### src/wwd_pkg.sv
// Shared constants and types of the windowed watchdog.
package wwd_pkg;

  // ****************************************
  // Widths and timing
  // ****************************************
  localparam int unsigned CNT_W = 24;
  localparam int unsigned WARN_W = 10;
  localparam int unsigned ST_W = 4;
  localparam int unsigned PRE_DIV = 4;
  localparam logic [3:0] RST_CYC = 4'h8;

  // ****************************************
  // Register byte addresses
  // ****************************************
  localparam logic [7:0] A_CTRL = 8'h00;
  localparam logic [7:0] A_TMO = 8'h04;
  localparam logic [7:0] A_FEED = 8'h08;
  localparam logic [7:0] A_CNT = 8'h0c;
  localparam logic [7:0] A_WARN = 8'h10;
  localparam logic [7:0] A_WIN = 8'h14;
  localparam logic [7:0] A_STAT = 8'h18;
  localparam logic [7:0] A_MASK = 8'h1c;

  // ****************************************
  // Field positions and reset values
  // ****************************************
  localparam int unsigned C_EN = 0;
  localparam int unsigned C_RST = 1;
  localparam int unsigned C_WIN = 2;
  localparam int unsigned C_CSEL = 3;
  localparam int unsigned S_TMO = 0;
  localparam int unsigned S_WARN = 1;
  localparam int unsigned S_FERR = 2;
  localparam int unsigned S_RFLAG = 3;
  localparam logic [CNT_W-1:0] TMO_RST = 24'hffffff;
  localparam logic [CNT_W-1:0] TMO_MIN = 24'h0000ff;
  localparam logic [CNT_W-1:0] WIN_RST = 24'hffffff;
  localparam logic [WARN_W-1:0] WARN_RST = 10'h000;
  localparam logic [7:0] FEED_KEY1 = 8'haa;
  localparam logic [7:0] FEED_KEY2 = 8'h55;

  typedef enum logic [0:0] {
    FEED_IDLE = 1'b0,
    FEED_ARMED = 1'b1
  } wwd_feed_t;

endpackage

### src/wwd_sync.sv
// Three-stage synchroniser with rising-edge pulse for an oscillator input.
module wwd_sync (
  input wire logic mclk,
  input wire logic sys_rst,
  input wire logic async_in,
  output logic rise_pulse
);

  logic [2:0] sync_reg;
  logic stable_reg;
  logic agree;

  assign agree = (sync_reg[1] == sync_reg[2]);

  always_ff @(posedge mclk or posedge sys_rst)
  begin
    if (sys_rst)
      sync_reg <= 3'h0;
    else
      sync_reg <= {sync_reg[1:0], async_in};
  end

  // A level counts only once the last two stages agree, so a metastable
  // settle is never seen as an edge.
  always_ff @(posedge mclk or posedge sys_rst)
  begin
    if (sys_rst)
    begin
      stable_reg <= 1'b0;
      rise_pulse <= 1'b0;
    end
    else
    begin
      if (agree)
        stable_reg <= sync_reg[2];
      rise_pulse <= agree && sync_reg[2] && !stable_reg;
    end
  end
endmodule

### src/wwd_prediv.sv
// Fixed prescaler that passes every DIV-th count tick.
module wwd_prediv #(
  parameter int unsigned DIV = 4
) (
  input wire logic mclk,
  input wire logic sys_rst,
  input wire logic clr,
  input wire logic in_tick,
  output logic out_tick
);

  localparam int unsigned PW = (DIV < 2) ? 1 : $clog2(DIV);

  if (DIV < 2)
  begin : g_bad_div
    $error("prescaler needs a divisor of at least two");
  end

  logic [PW-1:0] ph_reg;
  logic last;

  assign last = (ph_reg == PW'(DIV - 1));

  always_ff @(posedge mclk or posedge sys_rst)
  begin
    if (sys_rst)
    begin
      ph_reg <= '0;
      out_tick <= 1'b0;
    end
    else
    begin
      if (clr)
        ph_reg <= '0;
      else if (in_tick)
        ph_reg <= last ? '0 : ph_reg + 1'b1;
      out_tick <= !clr && in_tick && last;
    end
  end
endmodule

### src/wwd_windowed_watchdog.sv
// Windowed watchdog: register port, count-down, feed check and responses.
// ****************************************
// Behaviour summary
// ****************************************
// Contract
// - If the counter is not reloaded before it runs out, a chip reset is requested, or only an interrupt when reset response is off.
// - With the window on, a feed counts only once the counter is at or below the window value and before time-out.
// - A warning interrupt can be raised a programmable number of ticks before time-out.
// - Software may set the enable but never clear it; only reset or a watchdog event clears it.
// - A wrong feed sequence requests a chip reset, or only an interrupt when reset response is off.
// - A watchdog reset sets a flag that stays readable after the reset.
// - The 24-bit counter runs on the count clock divided by four, with time-outs of 256 to 2^24 ticks.
// - The count clock is chosen between the internal RC and the low-power oscillator.
// - A watchdog interrupt from time-out, warning or feed error also raises a wake request for the low-power states; the reset flag does not.
module wwd_windowed_watchdog (
  input wire logic mclk,
  input wire logic sys_rst,
  input wire logic [7:0] addr,
  input wire logic [31:0] wdata,
  input wire logic wr_en,
  input wire logic rd_en,
  output logic [31:0] rdata,
  input wire logic internal_rc_osc,
  input wire logic dedicated_low_power_osc,
  output logic chip_rst_req,
  output logic irq,
  output logic wake_req
);

  // ****************************************
  // Declarations
  // ****************************************
  logic en_reg;
  logic rst_resp_reg;
  logic win_en_reg;
  logic csel_reg;
  logic [wwd_pkg::CNT_W-1:0] tmo_reg;
  logic [wwd_pkg::CNT_W-1:0] win_reg;
  logic [wwd_pkg::WARN_W-1:0] warn_reg;
  logic [wwd_pkg::CNT_W-1:0] cnt_reg;
  logic [wwd_pkg::ST_W-1:0] status_reg;
  logic [wwd_pkg::ST_W-1:0] status_next;
  logic [wwd_pkg::ST_W-1:0] status_set;
  logic [wwd_pkg::ST_W-1:0] mask_reg;
  logic [3:0] rst_cnt_reg;
  wwd_pkg::wwd_feed_t feed_reg;
  wwd_pkg::wwd_feed_t feed_next;
  logic irc_tick;
  logic lp_tick;
  logic watchdog_count_clock_tick;
  logic pre_tick;
  logic wr_feed;
  logic feed_go;
  logic feed_bad;
  logic win_ok;
  logic feed_ok;
  logic ferr;
  logic expire;
  logic warn_hit;
  logic fire;
  logic fire_rst;
  logic load;

  function automatic logic wr_at(input logic [7:0] a);
    wr_at = wr_en && (addr == a);
  endfunction

  // ****************************************
  // Count clock source and prescaler
  // ****************************************
  wwd_sync u_irc_sync (
    .mclk(mclk),
    .sys_rst(sys_rst),
    .async_in(internal_rc_osc),
    .rise_pulse(irc_tick)
  );

  wwd_sync u_lp_sync (
    .mclk(mclk),
    .sys_rst(sys_rst),
    .async_in(dedicated_low_power_osc),
    .rise_pulse(lp_tick)
  );

  always_ff @(posedge mclk or posedge sys_rst)
  begin
    if (sys_rst)
      watchdog_count_clock_tick <= 1'b0;
    else
      watchdog_count_clock_tick <= csel_reg ? lp_tick : irc_tick;
  end

  wwd_prediv #(
    .DIV(wwd_pkg::PRE_DIV)
  ) u_prediv (
    .mclk(mclk),
    .sys_rst(sys_rst),
    .clr(load),
    .in_tick(watchdog_count_clock_tick),
    .out_tick(pre_tick)
  );

  // ****************************************
  // Feed sequence
  // ****************************************
  assign wr_feed = wr_at(wwd_pkg::A_FEED);

  always_comb
  begin
    feed_next = feed_reg;
    feed_go = 1'b0;
    feed_bad = 1'b0;
    if (!en_reg)
      feed_next = wwd_pkg::FEED_IDLE;
    else if (wr_en)
    begin
      case (feed_reg)
        wwd_pkg::FEED_IDLE:
        begin
          if (wr_feed && wdata[7:0] == wwd_pkg::FEED_KEY1)
            feed_next = wwd_pkg::FEED_ARMED;
          else if (wr_feed)
            feed_bad = 1'b1;
        end
        wwd_pkg::FEED_ARMED:
        begin
          feed_next = wwd_pkg::FEED_IDLE;
          if (wr_feed && wdata[7:0] == wwd_pkg::FEED_KEY2)
            feed_go = 1'b1;
          else
            feed_bad = 1'b1;
        end
        default:
          feed_next = wwd_pkg::FEED_IDLE;
      endcase
    end
  end

  always_ff @(posedge mclk or posedge sys_rst)
  begin
    if (sys_rst)
      feed_reg <= wwd_pkg::FEED_IDLE;
    else
      feed_reg <= feed_next;
  end

  assign win_ok = !win_en_reg || (cnt_reg <= win_reg);
  assign feed_ok = feed_go && win_ok;
  assign ferr = feed_bad || (feed_go && !win_ok);
  assign expire = en_reg && pre_tick && (cnt_reg == '0);
  assign warn_hit = en_reg && pre_tick && (cnt_reg == {14'h0, warn_reg} + 24'h1);
  assign fire = expire || ferr;
  assign fire_rst = fire && rst_resp_reg;
  assign load = !en_reg || feed_ok || fire;

  // ****************************************
  // Control registers
  // ****************************************
  // The enable can only be set by a write; a watchdog event drops it even if
  // a set arrives in the same cycle, so a runaway loop cannot re-arm it.
  always_ff @(posedge mclk or posedge sys_rst)
  begin
    if (sys_rst)
      en_reg <= 1'b0;
    else if (fire)
      en_reg <= 1'b0;
    else if (wr_at(wwd_pkg::A_CTRL) && wdata[wwd_pkg::C_EN])
      en_reg <= 1'b1;
  end

  always_ff @(posedge mclk or posedge sys_rst)
  begin
    if (sys_rst)
    begin
      rst_resp_reg <= 1'b1;
      win_en_reg <= 1'b0;
      csel_reg <= 1'b0;
    end
    else if (wr_at(wwd_pkg::A_CTRL))
    begin
      rst_resp_reg <= wdata[wwd_pkg::C_RST];
      win_en_reg <= wdata[wwd_pkg::C_WIN];
      if (!en_reg)
        csel_reg <= wdata[wwd_pkg::C_CSEL];
    end
  end

  // Values below the floor are raised to it, so the shortest time-out is 256 ticks.
  always_ff @(posedge mclk or posedge sys_rst)
  begin
    if (sys_rst)
    begin
      tmo_reg <= wwd_pkg::TMO_RST;
      win_reg <= wwd_pkg::WIN_RST;
      warn_reg <= wwd_pkg::WARN_RST;
      mask_reg <= '0;
    end
    else
    begin
      if (wr_at(wwd_pkg::A_TMO))
        tmo_reg <= (wdata[23:0] < wwd_pkg::TMO_MIN) ? wwd_pkg::TMO_MIN : wdata[23:0];
      if (wr_at(wwd_pkg::A_WIN))
        win_reg <= wdata[23:0];
      if (wr_at(wwd_pkg::A_WARN))
        warn_reg <= wdata[9:0];
      if (wr_at(wwd_pkg::A_MASK))
        mask_reg <= wdata[wwd_pkg::ST_W-1:0];
    end
  end

  // ****************************************
  // Count-down
  // ****************************************
  always_ff @(posedge mclk or posedge sys_rst)
  begin
    if (sys_rst)
      cnt_reg <= wwd_pkg::TMO_RST;
    else if (load)
      cnt_reg <= tmo_reg;
    else if (pre_tick && cnt_reg != '0)
      cnt_reg <= cnt_reg - 24'h1;
  end

  // ****************************************
  // Status, interrupt and reset request
  // ****************************************
  always_comb
  begin
    status_set = '0;
    status_set[wwd_pkg::S_TMO] = expire;
    status_set[wwd_pkg::S_WARN] = warn_hit;
    status_set[wwd_pkg::S_FERR] = ferr;
    status_set[wwd_pkg::S_RFLAG] = fire_rst;
    status_next = status_reg;
    if (wr_at(wwd_pkg::A_STAT))
      status_next = status_reg & ~wdata[wwd_pkg::ST_W-1:0];
    status_next = status_next | status_set;
  end

  // Only the power-on reset or a software write of ones clears the flags; the reset request leaves them
  // standing so software can see why the chip restarted.
  always_ff @(posedge mclk or posedge sys_rst)
  begin
    if (sys_rst)
      status_reg <= '0;
    else
      status_reg <= status_next;
  end

  always_ff @(posedge mclk or posedge sys_rst)
  begin
    if (sys_rst)
    begin
      rst_cnt_reg <= 4'h0;
      chip_rst_req <= 1'b0;
    end
    else
    begin
      if (fire_rst)
        rst_cnt_reg <= wwd_pkg::RST_CYC;
      else if (rst_cnt_reg != 4'h0)
        rst_cnt_reg <= rst_cnt_reg - 4'h1;
      chip_rst_req <= fire_rst || (rst_cnt_reg > 4'h1);
    end
  end

  always_ff @(posedge mclk or posedge sys_rst)
  begin
    if (sys_rst)
    begin
      irq <= 1'b0;
      wake_req <= 1'b0;
    end
    else
    begin
      irq <= |(status_reg & mask_reg);
      wake_req <= |(status_reg[2:0] & mask_reg[2:0]);
    end
  end

  // ****************************************
  // Read port
  // ****************************************
  always_ff @(posedge mclk or posedge sys_rst)
  begin
    if (sys_rst)
      rdata <= 32'h0;
    else if (!rd_en)
      rdata <= 32'h0;
    else
    begin
      case (addr)
        wwd_pkg::A_CTRL: rdata <= {28'h0, csel_reg, win_en_reg, rst_resp_reg, en_reg};
        wwd_pkg::A_TMO: rdata <= {8'h0, tmo_reg};
        wwd_pkg::A_CNT: rdata <= {8'h0, cnt_reg};
        wwd_pkg::A_WARN: rdata <= {22'h0, warn_reg};
        wwd_pkg::A_WIN: rdata <= {8'h0, win_reg};
        wwd_pkg::A_STAT: rdata <= {28'h0, status_reg};
        wwd_pkg::A_MASK: rdata <= {28'h0, mask_reg};
        default: rdata <= 32'h0;
      endcase
    end
  end
endmodule

### config.mk
export PLATFORM = sky130hd
export DESIGN_NAME = wwd_windowed_watchdog
export DESIGN_NICKNAME = d
export VERILOG_FILES = /design/src/wwd_pkg.sv /design/src/wwd_sync.sv /design/src/wwd_prediv.sv /design/src/wwd_windowed_watchdog.sv
export SDC_FILE = /design/constraint.sdc
export NUM_CORES = 1
export LEC_CHECK = 0
export ABC_AREA = 1
export BUFFER_PORTS_ARGS = -buffer_cell sky130_fd_sc_hd__buf_2
export CAP_MARGIN = 10
export CORE_MARGIN = 8
export CORE_UTILIZATION = 60
export DETAILED_ROUTE_END_ITERATION = 7
export MAX_ROUTING_LAYER = met4
export PLACE_DENSITY_LB_ADDON = 0.25
export SKIP_CTS_REPAIR_TIMING = 1
export SLEW_MARGIN = 0
export SYNTH_ARGS = -nofsm -noshare
export SYNTH_HDL_FRONTEND = slang
export SYNTH_HIERARCHICAL = 1
export SYNTH_SLANG_ARGS = --single-unit
### constraint.sdc
create_clock -name mclk -period 4.6 [get_ports mclk]
set_input_delay 0.46 -clock mclk [delete_from_list [all_inputs] [get_ports mclk]]
set_output_delay 0.46 -clock mclk [all_outputs]
set_load 0.01 [all_outputs]
Word-level counts from Yosys, hierarchy flattened
Cells that the tools add are included.
{"block": "classes", "order_cmp": 3, "add_sub_neg": 4, "n_bitwise": 7, "n_reduce_logical": 46, "n_eq_ne": 14, "n_mux": 28}
{"cell": "$pmux W24 S7", "count": 1}
{"cell": "$mux W24", "count": 4}
{"cell": "$eq A8 B5 Y1 const B", "count": 4}
{"cell": "$eq A24 B11 Y1", "count": 1}
{"cell": "$le A24 B24 Y1", "count": 1}
{"cell": "$logic_not A24 Y1", "count": 1}
{"cell": "$lt A24 B8 Y1 const B", "count": 1}
{"cell": "$reduce_bool A24 Y1", "count": 1}
{"cell": "$sub A24 B1 Y24 const B", "count": 1}
{"cell": "$logic_and A1 B1 Y1", "count": 23}
{"cell": "$eq A8 B4 Y1 const B", "count": 2}
{"cell": "$mux W1", "count": 15}
{"cell": "$mux W4", "count": 3}
{"cell": "$add A10 B1 Y11 const B", "count": 1}
{"cell": "$and A4 B4 Y4", "count": 2}
{"cell": "$eq A8 B3 Y1 const B", "count": 1}
{"cell": "$eq A8 B7 Y1 const B", "count": 1}
{"cell": "$eq A8 B8 Y1 const B", "count": 1}
{"cell": "$logic_not A8 Y1", "count": 1}
{"cell": "$reduce_bool A2 Y1", "count": 4}
{"cell": "$logic_not A1 Y1", "count": 6}
{"cell": "$logic_or A1 B1 Y1", "count": 6}
{"cell": "$mux W2", "count": 3}
{"cell": "$gt A4 B1 Y1 const B", "count": 1}
{"cell": "other kinds (14)", "count": 17}
{"block": "totals", "reg_bits": 148, "elab_cells": 127, "in_bits": 46, "out_inout_bits": 35}

Logic depth before layout (Yosys ltp)
Gate-level depths: netlist of run 1.
{"block": "logic_depth", "ltp_word": 14, "mapped_depth": 21, "mapped_depth_nobuf": 19}

Modules after synthesis
The synthesis of run 1 kept the hierarchy.
{"mod": "wwd_windowed_watchdog", "area_per_inst_um2": 7305.8, "instances": 1, "cells_each": 914}
{"mod": "wwd_sync", "area_per_inst_um2": 163.9, "instances": 2, "cells_each": 13}
{"mod": "wwd_prediv", "area_per_inst_um2": 145.1, "instances": 1, "cells_each": 16}

Worst setup path before layout of run 1
No wires, ideal clock.
{"block": "synth_timing", "path_type": "reg2reg", "from": "reg win_reg[23] in the netlist's numbering", "to": "reg u_prediv.ph_reg[0]", "stages_incl_launch_ff": 19, "slack_ps": 2300, "t_arrival_ps": 2236, "required_ps": 4535, "period_less_slack_ps": 2300, "cell_sequence": "dfstp_2 -> inv_1 -> ha_1 -> nand2_1 -> nor2_1 -> nand2_1 -> nor2_1 -> nand2_1 -> nand3_1 -> nand2_1 -> nand2_1 -> nand2_2 -> nor2_4 -> buf_6 -> buf_6 -> inv_2 -> nor2_1 -> nand2_1 -> nand2_1"}
{"block": "synth_between", "elab_chain_len": 8, "word_cells_on_any_way": 11, "cone_classes": "order compare: 1; mux: 1; reduce/logical: 9"}
{"element": "from (decl)", "line": "wwd_windowed_watchdog.sv:38", "text": "logic [wwd_pkg::CNT_W-1:0] win_reg;"}
{"element": "from (signal assigned)", "line": "wwd_windowed_watchdog.sv:194", "text": "win_reg <= wwd_pkg::WIN_RST;"}
{"element": "from (signal assigned)", "line": "wwd_windowed_watchdog.sv:203", "text": "win_reg <= wdata[23:0];"}
{"element": "$le A24 B24 Y1 *", "line": "wwd_windowed_watchdog.sv:147", "text": "assign win_ok = !win_en_reg || (cnt_reg <= win_reg);"}
{"element": "$logic_or A1 B1 Y1 *", "line": "wwd_windowed_watchdog.sv:147"}
{"element": "$logic_not A1 Y1", "line": "wwd_windowed_watchdog.sv:149", "text": "assign ferr = feed_bad || (feed_go && !win_ok);"}
{"element": "$logic_and A1 B1 Y1", "line": "wwd_windowed_watchdog.sv:149"}
{"element": "$logic_or A1 B1 Y1", "line": "wwd_windowed_watchdog.sv:149"}
{"element": "$logic_or A1 B1 Y1", "line": "wwd_windowed_watchdog.sv:152", "text": "assign fire = expire || ferr;"}
{"element": "$logic_or A1 B1 Y1 *", "line": "wwd_windowed_watchdog.sv:154", "text": "assign load = !en_reg || feed_ok || fire;"}
{"element": "named net load", "line": "wwd_windowed_watchdog.sv:62", "text": "logic load;"}
{"element": "$mux W2 or $reduce_bool A2 Y1 (tied branches)"}
{"element": "to (signal assigned)", "line": "wwd_prediv.sv:36", "text": "ph_reg <= last ? '0 : ph_reg + 1'b1;"}
{"element": "to (decl)", "line": "wwd_prediv.sv:19", "text": "logic [PW-1:0] ph_reg;"}
Mark *: on every way through the listed nets, which the timed path passes. The rest lies on a longest branch.
A chain may end at the register's enable or synchronous reset.

Worst setup path in the final report of run 1
{"block": "layout_timing", "from": "reg win_reg[13] in the netlist's numbering", "to": "reg cnt_reg[7] in the netlist's numbering"}
{"block": "layout_between", "elab_chain_len": 8, "word_cells_on_any_way": 11, "cone_classes": "order compare: 1; mux: 1; reduce/logical: 9"}
{"element": "$le A24 B24 Y1 *", "line": "wwd_windowed_watchdog.sv:147"}
{"element": "$logic_or A1 B1 Y1 *", "line": "wwd_windowed_watchdog.sv:147"}
{"element": "$logic_not A1 Y1", "line": "wwd_windowed_watchdog.sv:149"}
{"element": "$logic_and A1 B1 Y1", "line": "wwd_windowed_watchdog.sv:149"}
{"element": "$logic_or A1 B1 Y1", "line": "wwd_windowed_watchdog.sv:149"}
{"element": "$logic_or A1 B1 Y1", "line": "wwd_windowed_watchdog.sv:152"}
{"element": "$logic_or A1 B1 Y1 *", "line": "wwd_windowed_watchdog.sv:154"}
{"element": "$mux W24 or $reduce_bool A2 Y1 (tied branches)"}
{"element": "to (signal assigned)", "line": "wwd_windowed_watchdog.sv:217", "text": "cnt_reg <= wwd_pkg::TMO_RST;"}
{"element": "to (signal assigned)", "line": "wwd_windowed_watchdog.sv:219", "text": "cnt_reg <= tmo_reg;"}
{"element": "to (signal assigned)", "line": "wwd_windowed_watchdog.sv:221", "text": "cnt_reg <= cnt_reg - 24'h1;"}
{"element": "to (decl)", "line": "wwd_windowed_watchdog.sv:40", "text": "logic [wwd_pkg::CNT_W-1:0] cnt_reg;"}
Every way passes the cells marked *; elsewhere a longest branch is shown, timed or not.

==> flow_summary.ini, run 1 <==
[power]
ir_drop_mv = 0.300
p_leak_nw = 4.23
power_w = 0.00320
p_comb_frac = 0.130
netSwitchingFraction = 0.286
power.switching_w = 0.000917
clock_power_share = 0.418
p_per_area_nw_per_um2 = 364
p_int_w = 0.00228
seqPwrFrac = 0.451

[clock_network]
cts_tree = yes
clock-sinks = 140
htreeDepth = 4
clockBufferDepth = 2
cts_buffers = 17
cts-root-buf = clkbuf_16
path_clk_slew_ns = 0.06
clk-insertion-delay-late_ns = 0.43

[detailed_routing]
route.detailed.drc = 0
antenna_left = 0
wl_per_cell_um = 16.4
routed_wl_um = 19700
drtIter0Drc = 755
drt_pre_antenna_iters = 5
dr_total_vias = 6685
avgViaCountPerCell = 5.56

[critical_path]
cp_max_fo = 26
worstReg2RegEnd = cnt_reg[7]
cp.required_ns = 4.96
r2r_start = win_reg[13]
endpoint = cnt_reg[7]
ff2ff_setup_slack_ns = 1.30
worst-setup-path-type = reg -> reg
rr_worst_depth = 16
cp-startpoint = win_reg[13]
startpoint_type = register
arrival_ns = 3.66
endpoint_kind = register

[floorplanning]
die_area_um2 = 16900
die_y_um = 130
ios = 81
start_util = 0.616
die_x_um = 130
core_um2 = 12600
num_rows = 41

[finish]
syn_to_final_growth_pct = 13.1
register_area_um2 = 3590
drive_above_1_share = 0.206
finalNetCount = 1095
final_cell_area_um2 = 8790
antenna_cells = 0
fill_cells = 1058
multi_input_area_um2 = 3490

[global_route]
grt_first_pass_wirelength_um = 32100
antenna_found_initial = 0
grt_use_total = 0.254
grt_pass1_vias = 6468
grt_overflow_total = 0
grt_max_degree = 73

[sta]
hold_viol = 0
fmax_mhz = 303
worst_slew_pin_slew_ns = 1.05
slew_viol_final = 0
post-route-period-util = 0.718
fin_worst_skew_ns = 0.0109
setup_tns_ns = 0
slew_headroom = 0.296
setup_violations = 0
rsz0062_at_grt = no
period_minus_slack_ns = 3.30

[synthesis]
async_reset_ff_frac = 1.00
synthTopCellsByCount = 182 x nand2_1, 133 x inv_1, 104 x nor2_1
yosysTopAreaCell = dfstp_2
syn_area_per_cell_um2 = 8.14
synth_enable_flop_cells = 0
ys.flop_type = dfstp_2
synth_cells = 956
yosysMostFrequentCell = nand2_1
netlist_area_um2 = 7780
synth.top_cell.area_share = 0.247
synthTopCellsByArea = dfstp_2 25%, dfrtp_1 22%, nand2_1 8.8%
synth_cell_type_count = 45
synth_warnings = 6
ys_ff_latch = 140
synth_seq_area_share = 0.462

[run_status]
status = complete, no violations

[placement]
io_buffers = 64
gp_congestion = 0.928
dp.final_hpwl_um = 13700
place_area_um2 = 8210

[run]
maxCapViolCount = 0

[hold_path]
hp-class = in -> reg
==> cells in the final DEF, fill, tap and decap left out, types with 32 or more instances in the layout <==
master,instances
a21oi_1,55
buf_2,64
dfrtp_1,67
dfstp_2,73
ha_1,32
inv_1,132
nand2_1,182
nand3_1,46
nor2_1,103
o21ai_0,68
==> worst min path at each step <==
stage	startpoint	to	slack, ns	depth (start not counted)
6_report	internal_rc_osc	u_irc_sync/sync_reg[0]	0.13	1
5_1_grt	internal_rc_osc	u_irc_sync/sync_reg[0]	0.12	1
4_1_cts	sys_rst	u_prediv/ph_reg[0]	-0.07	2
3_5_place_dp	u_lp_sync/sync_reg[0]	u_lp_sync/sync_reg[1]	0.34	0
3_3_place_gp	u_irc_sync/sync_reg[0]	u_irc_sync/sync_reg[1]	0.34	0
2_1_floorplan	sys_rst	u_prediv/out_tick	0.21	1
==> cells by family (layout without fill, tap and decap cells) <==
| group | Yosys count | after routing | synth area share |
|---|---|---|---|
| AOI/OAI and AO/OA | 182 | 182 | 0.130 |
| xor gates and xnor gates | 30 | 30 | 0.0338 |
| adders and majority gates | 32 | 32 | 0.0515 |
| buffers and inverters | 175 | 242 | 0.0925 |
| DFF | 140 | 140 | 0.462 |
| other | 1 | 8 | 0.000482 |
| and+or+nand+nor | 396 | 396 | 0.230 |
==> worst max-delay path, stage by stage, from the launching register on <==
cell and delay, ns:
dfstp_2 0.52, inv_1 0.06, ha_1 0.30, nand2_1 0.06, nor2_1 0.15, nand4_1 0.19
nor2_1 0.17, nand2_1 0.07, nand3_1 0.10, nand2_1 0.06, nand2_1 0.07, nand2_2 0.22
nor2_4 0.63, buf_4 0.39, nand2_1 0.09, o21ai_1 0.09, inv_1 0.05
==> routing by layer <==
| metal | global-route usage | vias to the layer above | share of wire |
|---|---|---|---|
| met5 | - | - | 0 |
| met4 | 0.0990 | 0 | 0.027 |
| met3 | 0.0600 | 49 | 0.084 |
| met2 | 0.385 | 273 | 0.46 |
| met1 | 0.325 | 3139 | 0.43 |
| li1 | - | 3224 | - |
==> power by group through the flow <==
stage                     clock (W)  sequential (W)  combinational (W)
after global placement            0         0.00146           0.000401
after CTS                   0.00135         0.00144           0.000418
after floorplan                   0         0.00143           0.000321
after global routing        0.00140         0.00146           0.000487
after detailed placement          0         0.00146           0.000416
final                       0.00134         0.00145           0.000418
==> final cells by class <==
class	count	area share
Tap cell	172	0.0245
Clock inverter	13	0.0147
Timing Repair Buffer	73	0.0458
Inverter	137	0.0588
Clock buffer	19	0.0504
Multi-Input combinational cell	648	0.397
Sequential cell	140	0.409
==> per-stage QoR <==
step | cells | setup WS [ns] | utilization | hold slack [ns]
floorplan | 963 | 0.877 | - | 0.214
global placement | 1169 | 1.42 | 0.651 | 0.338
detailed placement | 1169 | 1.39 | 0.651 | 0.343
CTS | 1201 | 1.35 | 0.696 | -0.0729
global route | 1202 | 0.989 | 0.697 | 0.121
finish | 1202 | 1.30 | 0.697 | 0.130
Note: power is estimated with default switching activity, not from simulation.
==> run 2, diff against run 1 <==
==> constraint.sdc (replaced) <==
create_clock -name mclk -period 3.1 [get_ports mclk]
set_input_delay 0.31 -clock mclk [delete_from_list [all_inputs] [get_ports mclk]]
set_output_delay 0.31 -clock mclk [all_outputs]
set_load 0.01 [all_outputs]
==> run 2 against run 1 <==
  * Register-to-register slack got worse by 0.90 ns
  * Critical path depth fell by 2
  * Fmax rose by 22%
  * Setup slack got worse by 0.90 ns
  * Worst hold slack got worse by 0.011 ns
  * Flip-flop and latch count did not move
  * Power rose by 54%
  * Cell area rose by 1.8%
  * Via count rose by 1.2%
  * Cell count rose by 0.67%
  * Sequential power rose by 48%
  * Largest cell class unchanged
  * Largest power group is now the clock network
  * Highest routed layer unchanged
==> flow_summary.ini, run 2 (synthesis results as in run 1) <==
[critical_path]
arrival_ns = 3.06
worst_path_largest_cell_delay_ns = 0.53
endpoint_kind = register
cp_max_fo = 48
cp-startpoint = win_reg[14]
crit_buf_inv = 3
worst-setup-path-type = reg -> reg
path_cells = inv_1, ha_1, nand2_1, nor2_1, nand4_1, nor2_1, a21oi_1, nand3_2, nand3_4, nor2_4, buf_12, nand2_1, o21ai_1, inv_1
r2r_start = win_reg[14]
cp.required_ns = 3.46
path_delay_family = simple AND/OR/NAND/NOR gates
crit_path_top_delay_cell = dfstp_2
startpoint_type = register

[power]
p_leak_nw = 4.31
power.switching_w = 0.00133
p_comb_frac = 0.128
netSwitchingFraction = 0.270
clock_power_share = 0.436
p_per_area_nw_per_um2 = 550
seqPwrFrac = 0.436
power_w = 0.00492
p_int_w = 0.00359
ir_drop_mv = 0.543

[clock_network]
cts_tree = yes
cts-root-buf = clkbuf_16
clock-sinks = 140
htreeDepth = 4
clk-insertion-delay-late_ns = 0.43
path_clk_slew_ns = 0.06
cts_buffers = 17
clockBufferDepth = 2

[detailed_routing]
dr_total_vias = 6764
drtIter0Drc = 652
route.detailed.drc = 0
routed_wl_um = 20500
wl_per_cell_um = 16.9
avgViaCountPerCell = 5.59
drt_pre_antenna_iters = 5
antenna_left = 0

[sta]
setup_tns_ns = 0
setup_ws_ns = 0.397
hold_viol = 0
setup_violations = 0
slew_headroom = 0.450
rsz0062_at_grt = no
fmax_mhz = 370
period_minus_slack_ns = 2.70
slew_viol_final = 0
fin_worst_skew_ns = 0.0116
post-route-period-util = 0.872
worst_slew_pin_slew_ns = 0.823

[run_status]
status = complete, no violations

[global_route]
antenna_found_initial = 0
gr-usage-met2 = 0.402
grt_max_degree = 50
grt_overflow_total = 0
grt_pass1_vias = 6517
use_met1 = 0.339
grt_use_total = 0.264
grt_use_met3 = 0.0543
top_usage_layer = met2
grt_first_pass_wirelength_um = 33200

[finish]
syn_to_final_growth_pct = 15.1
final_cell_area_um2 = 8950
finalNetCount = 1103
fill_cells = 1028
layout_commonest_cell = nand2_1
layout_common_cells = 182 x nand2_1, 132 x inv_1, 103 x nor2_1
fin_cells = 1210
antenna_cells = 0
drive_above_1_share = 0.211

[floorplanning]
num_rows = 41
ios = 81
core_um2 = 12600
start_util = 0.616
die_x_um = 130
die_area_um2 = 16900
die_y_um = 130

[placement]
dp_slack_ns = 0.465
place_area_um2 = 8300
gp_congestion = 0.889
dp.final_hpwl_um = 14200
io_buffers = 64
dp_cells = 1175

[hold_path]
hold_start = wdata[1]
hp-class = in -> reg

[run]
maxCapViolCount = 0
## run 2: cell types whose count changed in the layout (fill, tap and decap cells not counted), sizes merged
cell,change
bufinv,+2
clkinv,+1
buf,+6
clkinvlp,+1
inv,-4
dlygate4sd3,+2
## run 2: path summary, 6_finish.rpt
kind | to | slack [ns] | cells past startpoint
hold reg to reg | u_lp_sync/sync_reg[1] | 0.36 | 0
setup reg to reg | cnt_reg[3] | 0.40 | 14
setup / recovery | cnt_reg[3] | 0.40 | 14
max in group asynchronous | tmo_reg[8] | 1.72 | 4
hold / removal | mask_reg[1] | 0.12 | 3
min in group asynchronous | u_prediv/out_tick | 0.34 | 3
## run 2: final cells by class
cell class              instances  area (um^2)  area share
well taps                     172          215      0.0240
multi-input cells             648         3490       0.390
inverters                     137          518      0.0579
flip-flops and latches        140         3590       0.402
repair buffers                 81          505      0.0565
clock buffers                  19          464      0.0519
clock inverters                13          160      0.0179
## run 2: power by group through the flow
stage / clock (W) / combinational (W) / sequential [W]
after CTS: 0.00216 / 0.000629 / 0.00214
after floorplan: 0 / 0.000477 / 0.00213
after detailed placement: 0 / 0.000622 / 0.00217
after global placement: 0 / 0.000601 / 0.00216
final: 0.00215 / 0.000631 / 0.00214
after global routing: 0.00225 / 0.000721 / 0.00216
## run 2: routing by layer
metal,wire [um],up-vias
met1,8780,3201
met5,0,-
met3,1620,42
li1,-,3236
met2,9590,285
met4,496,0
## run 2: metrics by stage
stage | hold WS, ns | utilization
after floorplan | 0.0636 | -
after global placement | 0.242 | 0.657
after detailed placement | 0.242 | 0.657
after CTS | -0.203 | 0.707
after global routing | 0.123 | 0.709
final | 0.119 | 0.709
## run 2: worst reg2reg max path, delay by kind of cell (launching register included)
kind	cells	cell delay, ns
and+or+nand+nor	8	1.23
AOI/OAI and AO/OA	2	0.23
DFF	1	0.53
buffers and inverters	3	0.38
adders and majority gates	1	0.28
==> run 3, diff against run 2 <==
--- a/config.mk
+++ b/config.mk
@@ -8,6 +8,7 @@
 export ABC_AREA = 1
 export BUFFER_PORTS_ARGS = -buffer_cell sky130_fd_sc_hd__buf_2
 export CAP_MARGIN = 10
+export CORE_ASPECT_RATIO = 1.5
 export CORE_MARGIN = 8
 export CORE_UTILIZATION = 60
 export DETAILED_ROUTE_END_ITERATION = 7
@@ -17,5 +18,4 @@
 export SLEW_MARGIN = 0
 export SYNTH_ARGS = -nofsm -noshare
 export SYNTH_HDL_FRONTEND = slang
-export SYNTH_HIERARCHICAL = 1
 export SYNTH_SLANG_ARGS = --single-unit
==> run 3 against run 2 <==
  * Count of clock-buffer cells in the layout is the same
  * Die area grew 2.3%
  * Via count grew 3.9%
  * Synthesized cell count grew 4.9%
  * Clock power shrank 8%
  * Utilization shrank 1.3 points
  * Routed wire length grew 8.5%
  * Cell area grew 0.75%
  * Critical path depth is the same
  * Fmax grew 6.0%
  * Highest routed layer unchanged
==> flow_summary.ini, run 3 <==
[sta]
setup_violations = 0
rsz0062_at_grt = no
hold_viol = 0
fin_worst_skew_ns = 0.0119
post-route-period-util = 0.823
worst_slew_pin_slew_ns = 0.846
period_minus_slack_ns = 2.55
slew_headroom = 0.435
setup_tns_ns = 0
slew_viol_final = 0
fmax_mhz = 392
setup_ws_ns = 0.549

[clock_network]
cts-root-buf = clkbuf_16
cts_tree = yes
cts_buffers = 17
clk-insertion-delay-late_ns = 0.42
clock-sinks = 140
htreeDepth = 4
clockBufferDepth = 2
path_clk_slew_ns = 0.06

[critical_path]
ff2ff_setup_slack_ns = 0.55
startpoint_type = register
arrival_ns = 2.91
endpoint_kind = register
rr_worst_depth = 14
worst-setup-path-type = reg -> reg
cp_max_fo = 23
cp.required_ns = 3.45

[floorplanning]
start_util = 0.613
die_y_um = 157
num_rows = 51
die_area_um2 = 17300
ios = 81
core_um2 = 13000
die_x_um = 110

[power]
ir_drop_mv = 0.354
netSwitchingFraction = 0.313
p_int_w = 0.00347
p_leak_nw = 4.22
p_per_area_nw_per_um2 = 560
seqPwrFrac = 0.422
clock_power_share = 0.390
p_comb_frac = 0.188
power.switching_w = 0.00158

[synthesis]
synth_cell_type_count = 47
netlist_area_um2 = 7950
synth_warnings = 0
synth.top_cell.area_share = 0.241
ys_ff_latch = 140
synthTopCellsByCount = 286 x nand2_1, 130 x inv_1, 78 x nor2_1
syn_area_per_cell_um2 = 7.92
synth_cells = 1003
yosysTopAreaCell = dfstp_2
synthTopCellsByArea = dfstp_2 24%, dfrtp_1 21%, nand2_1 14%
async_reset_ff_frac = 1.00
yosysMostFrequentCell = nand2_1
synth_seq_area_share = 0.452
synth_enable_flop_cells = 0
ys.flop_type = dfstp_2

[detailed_routing]
avgViaCountPerCell = 5.64
top_layer_used = met4
routedLengthMet1_um = 8270
routed_wl_um = 22200
wl_per_cell_um = 17.8
drt_pre_antenna_iters = 5
drtIter0Drc = 492
wl_met3_um = 1010
dr_total_vias = 7027
route.detailed.drc = 0
antenna_left = 0
met2_length_um = 11900

[global_route]
grt_overflow_total = 0
grt_max_degree = 51
grt_use_total = 0.275
antenna_found_initial = 0
grt_first_pass_wirelength_um = 35200
grt_pass1_vias = 7061

[run_status]
status = complete, no violations

[placement]
dp_slack_ns = 0.622
dp.final_hpwl_um = 16000
gp_congestion = 0.966
io_buffers = 64
place_area_um2 = 8440

[hold_path]
hp-class = in -> async

[finish]
final_core_util = 0.696
syn_to_final_growth_pct = 13.5
antenna_cells = 0
finalNetCount = 1152
layout_commonest_cell = nand2_1
final_cell_area_um2 = 9020
layout_common_cells = 286 x nand2_1, 129 x inv_1, 78 x nor2_1
drive_above_1_share = 0.203

[run]
maxCapViolCount = 0
run 3: changes by cell type after synthesis, sizes merged, moves of 4 or more:
cell | before | now
a21oi | 55 | 29
a31oi | 2 | 20
inv | 136 | 132
nand2 | 186 | 294
nand3 | 58 | 54
nand4 | 9 | 16
nor2 | 115 | 91
nor3 | 12 | 8
o21ai | 84 | 72
o22ai | 19 | 11
xnor2 | 7 | 11
xor2 | 23 | 16
run 3: path summary, 6_finish.rpt:
path / startpoint / to
min: sys_rst / rdata[8]
min in group mclk: wdata[23] / win_reg[23]
max: win_reg[23] / cnt_reg[15]
max in group asynchronous: sys_rst / cnt_reg[18]
max reg2reg: win_reg[23] / cnt_reg[15]
min reg2reg: u_lp_sync.sync_reg[0] / u_lp_sync.sync_reg[1]
run 3: cell type report:
cell class / count / area (um^2)
Tap cell: 159 / 199
Sequential cell: 140 / 3590
Multi-Input combinational cell: 701 / 3670
Timing Repair Buffer: 81 / 490
Clock buffer: 19 / 433
Inverter: 133 / 503
Clock inverter: 13 / 129
Fill cell: 1064 / 3940
run 3: logic make-up after synthesis:
| kind of cell | count (synthesis) | share of synthesized area |
|---|---|---|
| AOI/OAI and AO/OA | 152 | 0.109 |
| xor gates and xnor gates | 27 | 0.0298 |
| adders and majority gates | 32 | 0.0504 |
| buffers and inverters | 169 | 0.0897 |
| DFF | 140 | 0.452 |
| muxes | 2 | 0.00283 |
| other | 1 | 0.000472 |
| and+or+nand+nor | 480 | 0.265 |
run 3: layer usage:
layer  GRT usage  vias to the layer above
met5           -                        -
met4       0.156                        0
met3      0.0422                       69
met2       0.474                      231
met1       0.289                     3347
li1            -                     3380
run 3: critical path: stages (launching register included):
cell	delay (ns)
dfstp_2	0.54
inv_1	0.04
ha_1	0.29
nand2_1	0.08
nor2_2	0.16
nand4_1	0.12
nor2_2	0.15
nand2_1	0.07
nand3_1	0.13
nand2_1	0.08
nand2_2	0.09
nand4_1	0.09
inv_2	0.42
nand2_1	0.12
nand3_1	0.09
run 3: power by group through the flow:
stage | clock (W) | combinational [W] | sequential (W)
2_1_floorplan | 0 | 0.000724 | 0.00211
3_3_place_gp | 0 | 0.000910 | 0.00215
3_5_place_dp | 0 | 0.000934 | 0.00215
4_1_cts | 0.00198 | 0.000945 | 0.00213
5_1_grt | 0.00207 | 0.00107 | 0.00215
6_report | 0.00197 | 0.000951 | 0.00213
run 3: per-stage QoR:
step	hold slack, ns	instances	total power [W]
finish	0.0562	1246	0.00505
global route	0.122	1246	0.00528
CTS	-0.0154	1244	0.00505
detailed placement	0.339	1212	0.00309
global placement	0.338	1212	0.00306
floorplan	0.331	1010	0.00284
